File: src/card_reset_pkg.sv
// constants shared by the reset and suspend handling block
// Function
// - global reset floats all outputs and clears every register to defaults
// - later resets use bus reset so event context survives deep sleep to on
// - suspend shields registers from global reset; outputs still float
// - bus reset floats outputs, clears registers, device does nothing
// - after bus reset release the device runs from its default state
// - suspend shields registers from bus reset; outputs still float
// - every bus signal is sampled on the rising bus clock edge; the reset pins also drive out_oe_n_o and func_en_o combinationally
package card_reset_pkg;

    // ------------------------------------------------------------------
    // timing
    // ------------------------------------------------------------------
    localparam int unsigned BUS_CLK_PERIOD_NS = 40;   // 25 mhz bus clock
    localparam int unsigned RELEASE_STAGES    = 2;    // release flops after reset

    // ------------------------------------------------------------------
    // reset values and states
    // ------------------------------------------------------------------
    localparam logic EVENT_CTX_RESET = 1'b0;        // event context after clear

    typedef enum logic [1:0] {
        ST_CLEAR   = 2'b00,                          // registers held cleared
        ST_RELEASE = 2'b01,                          // clear releasing in sync
        ST_RUN     = 2'b10,                          // normal operation
        ST_SHIELD  = 2'b11                           // reset seen under suspend
    } reset_state_e;

endpackage

File: src/card_ctrl_reset_suspend.sv
// reset and suspend handling: output float, register clear, event context
`timescale 1ns/100ps
module card_ctrl_reset_suspend (
    input  wire logic core_clk_i,            // bus clock, 25 mhz
    input  wire logic rstn_i,                // power-on reset, active low
    input  wire logic global_reset_in_n_i,   // global reset pin, active low
    input  wire logic bus_reset_in_n_i,      // bus reset pin, active low
    input  wire logic suspend_i,             // suspend mode enable, active high
    input  wire logic event_set_i,           // power management event source
    input  wire logic event_ack_i,           // software acknowledge of the event
    output wire logic out_oe_n_o,            // output enable, high floats outputs
    output wire logic regs_clear_n_o,        // clear to internal registers
    output wire logic ctx_clear_n_o,         // clear to event context only
    output wire logic func_en_o,             // device may perform functions
    output wire logic power_mgmt_event_o,    // held event context bit
    output wire logic [1:0] state_o          // current reset state
);

    // ------------------------------------------------------------------
    // power-on reset synchroniser
    // ------------------------------------------------------------------
    logic rst_meta_reg;
    logic rst_sync_reg;

    always_ff @(posedge core_clk_i or negedge rstn_i) begin
        if (!rstn_i) begin
            rst_meta_reg <= 1'b0;
            rst_sync_reg <= 1'b0;
        end else begin
            rst_meta_reg <= 1'b1;
            rst_sync_reg <= rst_meta_reg;
        end
    end

    // ------------------------------------------------------------------
    // reset decode
    // ------------------------------------------------------------------
    // pins are synchronous to the bus clock, so no extra synchroniser here
    wire global_pin = ~global_reset_in_n_i;            // global reset asserted
    wire bus_pin    = ~bus_reset_in_n_i;               // bus reset asserted
    wire any_pin    = global_pin | bus_pin;            // any reset pin active
    wire global_hit = global_pin & ~suspend_i;
    wire bus_hit    = bus_pin & ~suspend_i;
    wire reg_hold   = global_hit | bus_hit;            // full register clear
    wire ctx_hold   = global_hit;

    // ------------------------------------------------------------------
    // clear lines with synchronous release
    // ------------------------------------------------------------------
    reset_release #(
        .STAGES (card_reset_pkg::RELEASE_STAGES)
    ) u_reg_release (
        .core_clk_i (core_clk_i),
        .rstn_i     (rst_sync_reg),
        .hold_i     (reg_hold),
        .clear_n_o  (regs_clear_n_o)
    );

    // bus reset leaves the event context alone so wake from deep sleep works
    reset_release #(
        .STAGES (card_reset_pkg::RELEASE_STAGES)
    ) u_ctx_release (
        .core_clk_i (core_clk_i),
        .rstn_i     (rst_sync_reg),
        .hold_i     (ctx_hold),
        .clear_n_o  (ctx_clear_n_o)
    );

    // ------------------------------------------------------------------
    // output float and function enable
    // ------------------------------------------------------------------
    // outputs float on any reset pin even under suspend
    assign out_oe_n_o = any_pin | ~regs_clear_n_o;

    card_reset_pkg::reset_state_e state_reg;
    card_reset_pkg::reset_state_e state_next;

    always_comb begin
        if (reg_hold) begin
            state_next = card_reset_pkg::ST_CLEAR;
        end else if (any_pin) begin
            state_next = card_reset_pkg::ST_SHIELD;
        end else if (!regs_clear_n_o) begin
            state_next = card_reset_pkg::ST_RELEASE;
        end else begin
            state_next = card_reset_pkg::ST_RUN;
        end
    end

    // every bus-facing flop updates on the rising bus clock edge
    always_ff @(posedge core_clk_i or negedge rst_sync_reg) begin
        if (!rst_sync_reg) begin
            state_reg <= card_reset_pkg::ST_CLEAR;
        end else begin
            state_reg <= state_next;
        end
    end

    logic run_w;
    always_comb begin
        unique case (state_reg)
            card_reset_pkg::ST_CLEAR:   run_w = 1'b0;
            card_reset_pkg::ST_RELEASE: run_w = 1'b0;
            card_reset_pkg::ST_RUN:     run_w = 1'b1;
            card_reset_pkg::ST_SHIELD:  run_w = 1'b0;
        endcase
    end

    // state lags pins by a cycle, so gate with the live pins too
    assign func_en_o = run_w & ~any_pin & regs_clear_n_o;
    assign state_o   = state_reg;

    // ------------------------------------------------------------------
    // event context bit
    // ------------------------------------------------------------------
    // a new event wins over a same-cycle acknowledge
    logic event_reg;

    always_ff @(posedge core_clk_i or negedge rst_sync_reg) begin
        if (!rst_sync_reg) begin
            event_reg <= card_reset_pkg::EVENT_CTX_RESET;
        end else if (!ctx_clear_n_o) begin
            event_reg <= card_reset_pkg::EVENT_CTX_RESET;
        end else if (event_set_i) begin
            event_reg <= 1'b1;
        end else if (event_ack_i) begin
            event_reg <= 1'b0;
        end
    end

    assign power_mgmt_event_o = event_reg;

    // ------------------------------------------------------------------
    // assertions
    // ------------------------------------------------------------------
    a_global_clears: assert property (@(posedge core_clk_i) disable iff (!rst_sync_reg)
        global_hit |=> !regs_clear_n_o && !ctx_clear_n_o)
        else $error("global reset did not clear registers");

    a_pins_float: assert property (@(posedge core_clk_i) disable iff (!rst_sync_reg)
        any_pin |-> out_oe_n_o && !func_en_o)
        else $error("outputs driven or function active during reset");

    a_bus_keeps_ctx: assert property (@(posedge core_clk_i) disable iff (!rst_sync_reg)
        (bus_hit && !global_hit && ctx_clear_n_o) |=> ctx_clear_n_o)
        else $error("bus reset cleared event context");

    a_bus_clears: assert property (@(posedge core_clk_i) disable iff (!rst_sync_reg)
        bus_hit |=> !regs_clear_n_o ##0 state_reg == card_reset_pkg::ST_CLEAR)
        else $error("bus reset did not clear registers");

    a_suspend_global: assert property (@(posedge core_clk_i) disable iff (!rst_sync_reg)
        (suspend_i && global_pin && event_reg && ctx_clear_n_o && !event_ack_i) |=> event_reg)
        else $error("global reset under suspend lost event context");

    a_suspend_bus: assert property (@(posedge core_clk_i) disable iff (!rst_sync_reg)
        (suspend_i && bus_pin && regs_clear_n_o) |-> out_oe_n_o ##1 regs_clear_n_o)
        else $error("bus reset under suspend cleared registers");

    a_release_delay: assert property (@(posedge core_clk_i) disable iff (!rst_sync_reg)
        reg_hold ##1 !reg_hold [*2] |=> regs_clear_n_o)
        else $error("register clear not released two cycles after reset");

    a_release_sync: assert property (@(posedge core_clk_i) disable iff (!rst_sync_reg)
        $rose(regs_clear_n_o) |-> $past(!reg_hold) && $past(!reg_hold, 2))
        else $error("register clear released too early");

    a_run_default: assert property (@(posedge core_clk_i) disable iff (!rst_sync_reg)
        (!any_pin && regs_clear_n_o) ##1 (!any_pin && regs_clear_n_o) |-> func_en_o)
        else $error("device not running after reset release");

    a_event_set_wins: assert property (@(posedge core_clk_i) disable iff (!rst_sync_reg)
        (event_set_i && ctx_clear_n_o) |=> power_mgmt_event_o)
        else $error("event lost at sampling edge");

    // ------------------------------------------------------------------
    // assertion helpers and further checks
    // ------------------------------------------------------------------
    // cycles the register clear stays low once its hold has dropped;
    // a small counter keeps the check cheap instead of a long repetition
    logic [3:0] release_cnt_reg;

    always_ff @(posedge core_clk_i or negedge rst_sync_reg) begin
        if (!rst_sync_reg) begin
            release_cnt_reg <= 4'h0;
        end else if (reg_hold || regs_clear_n_o) begin
            release_cnt_reg <= 4'h0;
        end else begin
            release_cnt_reg <= release_cnt_reg + 4'h1;
        end
    end

    a_release_bound: assert property (@(posedge core_clk_i) disable iff (!rst_sync_reg)
        release_cnt_reg <= 4'(card_reset_pkg::RELEASE_STAGES))
        else $error("register clear held too long after reset");

    a_shield_state: assert property (@(posedge core_clk_i) disable iff (!rst_sync_reg)
        (suspend_i && any_pin) |=> state_reg == card_reset_pkg::ST_SHIELD)
        else $error("reset under suspend did not enter shield state");

    a_suspend_kept: assert property (@(posedge core_clk_i) disable iff (!rst_sync_reg)
        (suspend_i && regs_clear_n_o) |=> regs_clear_n_o)
        else $error("register clear asserted under suspend");

    a_ctx_only_global: assert property (@(posedge core_clk_i) disable iff (!rst_sync_reg)
        $fell(ctx_clear_n_o) |-> $past(global_hit))
        else $error("event context cleared without global reset");

    a_event_ctx_clear: assert property (@(posedge core_clk_i) disable iff (!rst_sync_reg)
        !ctx_clear_n_o |=> !power_mgmt_event_o)
        else $error("event context kept through its clear");

    a_event_ack_clears: assert property (@(posedge core_clk_i) disable iff (!rst_sync_reg)
        (event_ack_i && !event_set_i && ctx_clear_n_o) |=> !power_mgmt_event_o)
        else $error("acknowledge did not clear event context");

    a_release_state: assert property (@(posedge core_clk_i) disable iff (!rst_sync_reg)
        ($rose(regs_clear_n_o) && !any_pin) |=> state_reg == card_reset_pkg::ST_RUN)
        else $error("state not run after register clear released");

    a_float_clearing: assert property (@(posedge core_clk_i) disable iff (!rst_sync_reg)
        !regs_clear_n_o |-> out_oe_n_o && !func_en_o)
        else $error("outputs driven while registers clearing");

endmodule // card_ctrl_reset_suspend

File: src/reset_release.sv
// one clear line: asserted at once, released after a synchronous delay
`timescale 1ns/100ps
module reset_release #(
    parameter int unsigned STAGES = card_reset_pkg::RELEASE_STAGES
) (
    input  wire logic core_clk_i,   // bus clock
    input  wire logic rstn_i,       // synchronised reset, active low
    input  wire logic hold_i,       // keep clear asserted
    output wire logic clear_n_o     // clear, active low
);

    logic [STAGES-1:0] shift_reg;

    // ------------------------------------------------------------------
    // release shift
    // ------------------------------------------------------------------
    // assertion is immediate at the edge; release walks through the stages
    always_ff @(posedge core_clk_i or negedge rstn_i) begin
        if (!rstn_i) begin
            shift_reg <= '0;
        end else if (hold_i) begin
            shift_reg <= '0;
        end else begin
            shift_reg <= {shift_reg[STAGES-2:0], 1'b1};
        end
    end

    assign clear_n_o = shift_reg[STAGES-1];

endmodule // reset_release
File: config.mk
export PLATFORM = sky130hd
export DESIGN_NAME = card_ctrl_reset_suspend
export DESIGN_NICKNAME = d
export VERILOG_FILES = /design/src/card_reset_pkg.sv /design/src/card_ctrl_reset_suspend.sv /design/src/reset_release.sv
export SDC_FILE = /design/constraint.sdc
export NUM_CORES = 1
export LEC_CHECK = 0
export ABC_CLOCK_PERIOD_IN_PS = 1600
export BUFFER_PORTS_ARGS = -buffer_cell sky130_fd_sc_hd__buf_2
export CORE_AREA = 2 2 39 41
export CTS_BUF_LIST = sky130_fd_sc_hd__clkbuf_16
export DETAILED_ROUTE_END_ITERATION = 10
export DIE_AREA = 0 0 41 43
export GPL_TIMING_DRIVEN = 0
export SLEW_MARGIN = 0
export SYNTH_ARGS = -nofsm -noshare
export SYNTH_HDL_FRONTEND = slang
export SYNTH_SLANG_ARGS = --single-unit
File: constraint.sdc
create_clock -name core_clk_i -period 1.6 [get_ports core_clk_i]
set_input_delay 0 -clock core_clk_i [delete_from_list [all_inputs] [get_ports core_clk_i]]
set_output_delay 0 -clock core_clk_i [all_outputs]
set_load 0.01 [all_outputs]
==> impl_metrics.csv <==
group,metric,value,unit
outcome,status,"completed",
synth,synth_edf_count,0,
setup_path,cp.arrival,1.08,ns
setup_path,rr_worst_depth,2,
synth,synth_top_family_by_area,"simple AND/OR/NAND/NOR gates",
setup_path,end_kind,"output pin",
synth,syn_nets,29,
synth,synth_top_area_cell,"dfrtp_1",
setup_path,worstSetupStartpointType,"flip-flop",
synth,yosys_warnings,0,
floorplanning,pin_count,14,
place,dp_hpwl,450,um
finish,drive_above_1_share,51.2,%
setup_path,regToRegStartpoint,"power_mgmt_event_o",
global_route,grt_max_degree,8,
synth,synthArstFlopShare,100,%
routing,firstDrtPassIters,1,
clocking,path_clk_slew,0.04,ns
synth,synth-simple-area-share,17.7,%
timing,fin_crit,1.08,ns
routing,drt-total-wl,585,um
global_route,overflow,0,
finish,syn_to_final_growth,57.9,%
place,gp_congestion,0.616,
synth,ys_top_cells_by_area,"dfrtp_1 (71%), nor2b_1 (3.9%), nor3b_2 (3.9%)",
synth,ys_seq_area_share,70.9,%
synth,ys.flop_type,"dfrtp_1",
synth,syn-cell-area,318,um^2
setup_path,worstPathRequired,1.60,ns
synth,synthCells,22,
floorplanning,dieHeight,43,um
timing,setup_tns,0,ns
setup_path,r2r-end,"power_mgmt_event_o",
clocking,cts_setup_buffers,0,
hold_path,min_delay_worst_endpoint,"u_reg_release.shift_reg[0]",
synth,synth_compound_gate_area_share,9.06,%
timing,max_freq,930,MHz
floorplanning,row_count,14,
routing,drcViolationCount,0,
place,portBuffers,13,
synth,synth_commonest_cells,"dfrtp_1 (9), nor2b_1 (2)",
global_route,track_usage,8.25,%
setup_path,path_class,"reg2out",
timing,clock_skew,0.000546,ns
synth,synthAdderAreaFrac,0,%
floorplanning,die_x,41,um
timing,drv_slew,0,
synth,netlist-cell-type-count,13,
hold_path,hp-class,"in2reg",
hold_path,hp-start,"suspend_i",
global_route,grt_pass1_wl,862,um
synth,synth_xor_area_share,0,%
finish,insertedDiodeCount,0,
clocking,numCtsBuffers,3,
timing,whs,0.0226,ns
synth,ys_seq_elements,9,
synth,synth.top_cell.area_share,70.9,%
routing,ant_nets,0,
routing,num_vias,222,
clocking,cts_tree,"yes",
clocking,clock-root-buffer,"clkbuf_16",
floorplanning,start_util,23.0,%
power,power_density,1460,mW/mm^2
synth,muxShareOfSynthArea,0,%
power,cellLeakagePower,0.000245,uW
global_route,first_global_vias,197,
run,max_cap_viol_count,0,
power,vdd_drop_max,0.000662,V
timing,setup_viol,0,
routing,vias_per_cell,3.89,
timing,post-route-period-util,67.2,%
global_route,antenna_found_initial,0,
clocking,cts_max_path_buffers,2,
floorplanning,core_area,0.00138,mm^2
routing,drtIter0Drc,0,
finish,stdcell_area,502,um^2
finish,nets,49,
setup_path,rrSetupSlack,0.84,ns
setup_path,path_max_fanout,3,
synth,synth.most_common_cell,"dfrtp_1",
floorplanning,dieArea,0.00176,mm^2
timing,hold_viol_final,0,
place,placed_area,403,um^2
routing,wl_per_cell,10.3,um
hold_path,min_path_cells,3,
synth,avgSynthCellArea,14.4,um^2
timing,rsz0062_at_grt,"no",
clocking,cts_resized,0,
clocking,clock_latency,0.23,ns
clocking,clock-sinks,9,
clocking,cts_max_level,1,
==> worst max-delay path by stage <==
stage / endpoint / slack (ns) / from / cells past startpoint
after floorplan: func_en_o / 0.79 / u_reg_release.shift_reg[1] / 2
after global placement: func_en_o / 0.81 / u_reg_release.shift_reg[1] / 3
after detailed placement: func_en_o / 0.79 / u_reg_release.shift_reg[1] / 3
after CTS: func_en_o / 0.52 / u_reg_release.shift_reg[1] / 3
after global routing: func_en_o / 0.47 / u_reg_release.shift_reg[1] / 3
final: func_en_o / 0.52 / u_reg_release.shift_reg[1] / 3
==> routing by layer <==
layer	wire [um]	up-vias	GRT usage (%)
met5	0	-	0
met4	0	0	4.00
met3	74	0	7.85
met2	238	16	10.0
met1	272	98	9.43
li1	-	108	-
==> area by class of cell <==
cell class | count | area (um^2)
Inverter | 1 | 3.75
Tap cell | 16 | 20.0
Sequential cell | 9 | 225
Fill cell | 140 | 882
Clock inverter | 1 | 3.75
Multi-Input combinational cell | 12 | 88.8
Timing Repair Buffer | 15 | 85.1
Clock buffer | 3 | 75.1
==> cell families after synthesis <==
family | count (synthesis)
other | 1
and+or+nand+nor | 7
buffers and inverters | 1
DFF | 9
AOI/OAI and AO/OA | 4
==> critical path, cell delays in order (launching register included) <==
cell	delay, ns
dfrtp_1	0.39
nand3_2	0.13
nor3b_2	0.18
buf_2	0.14
==> metrics by stage <==
stage          total power [uW]  cells  util [%]  setup WS, ns
2_1_floorplan               279     22         -         0.789
4_1_cts                     746     57      36.3         0.525
6_report                    732     57      36.3         0.525
3_3_place_gp                304     51      29.1         0.810
5_1_grt                     768     57      36.3         0.466
3_5_place_dp                307     51      29.1         0.788
==> placed cells by master, fill, tap and decap left out, types with 2 or more instances in the layout <==
cell type / n
nor2b_1: 2
clkbuf_16: 3
inv_1: 2
buf_2: 13
dfrtp_1: 9
dlygate4sd3_1: 2
==> where the power goes <==
part | total, uW | internal, uW | switching, uW
registers | 255 | 244 | 10.3
logic | 52.0 | 28.2 | 23.8
clock network | 425 | 326 | 99.7
==> timing repair <==
item                                    CTS  global route
endpoints found under the setup margin    0             0
hold buffers                              2             0
hold endpoints to repair                  3             0
Note: power is estimated with default switching activity, not from simulation.
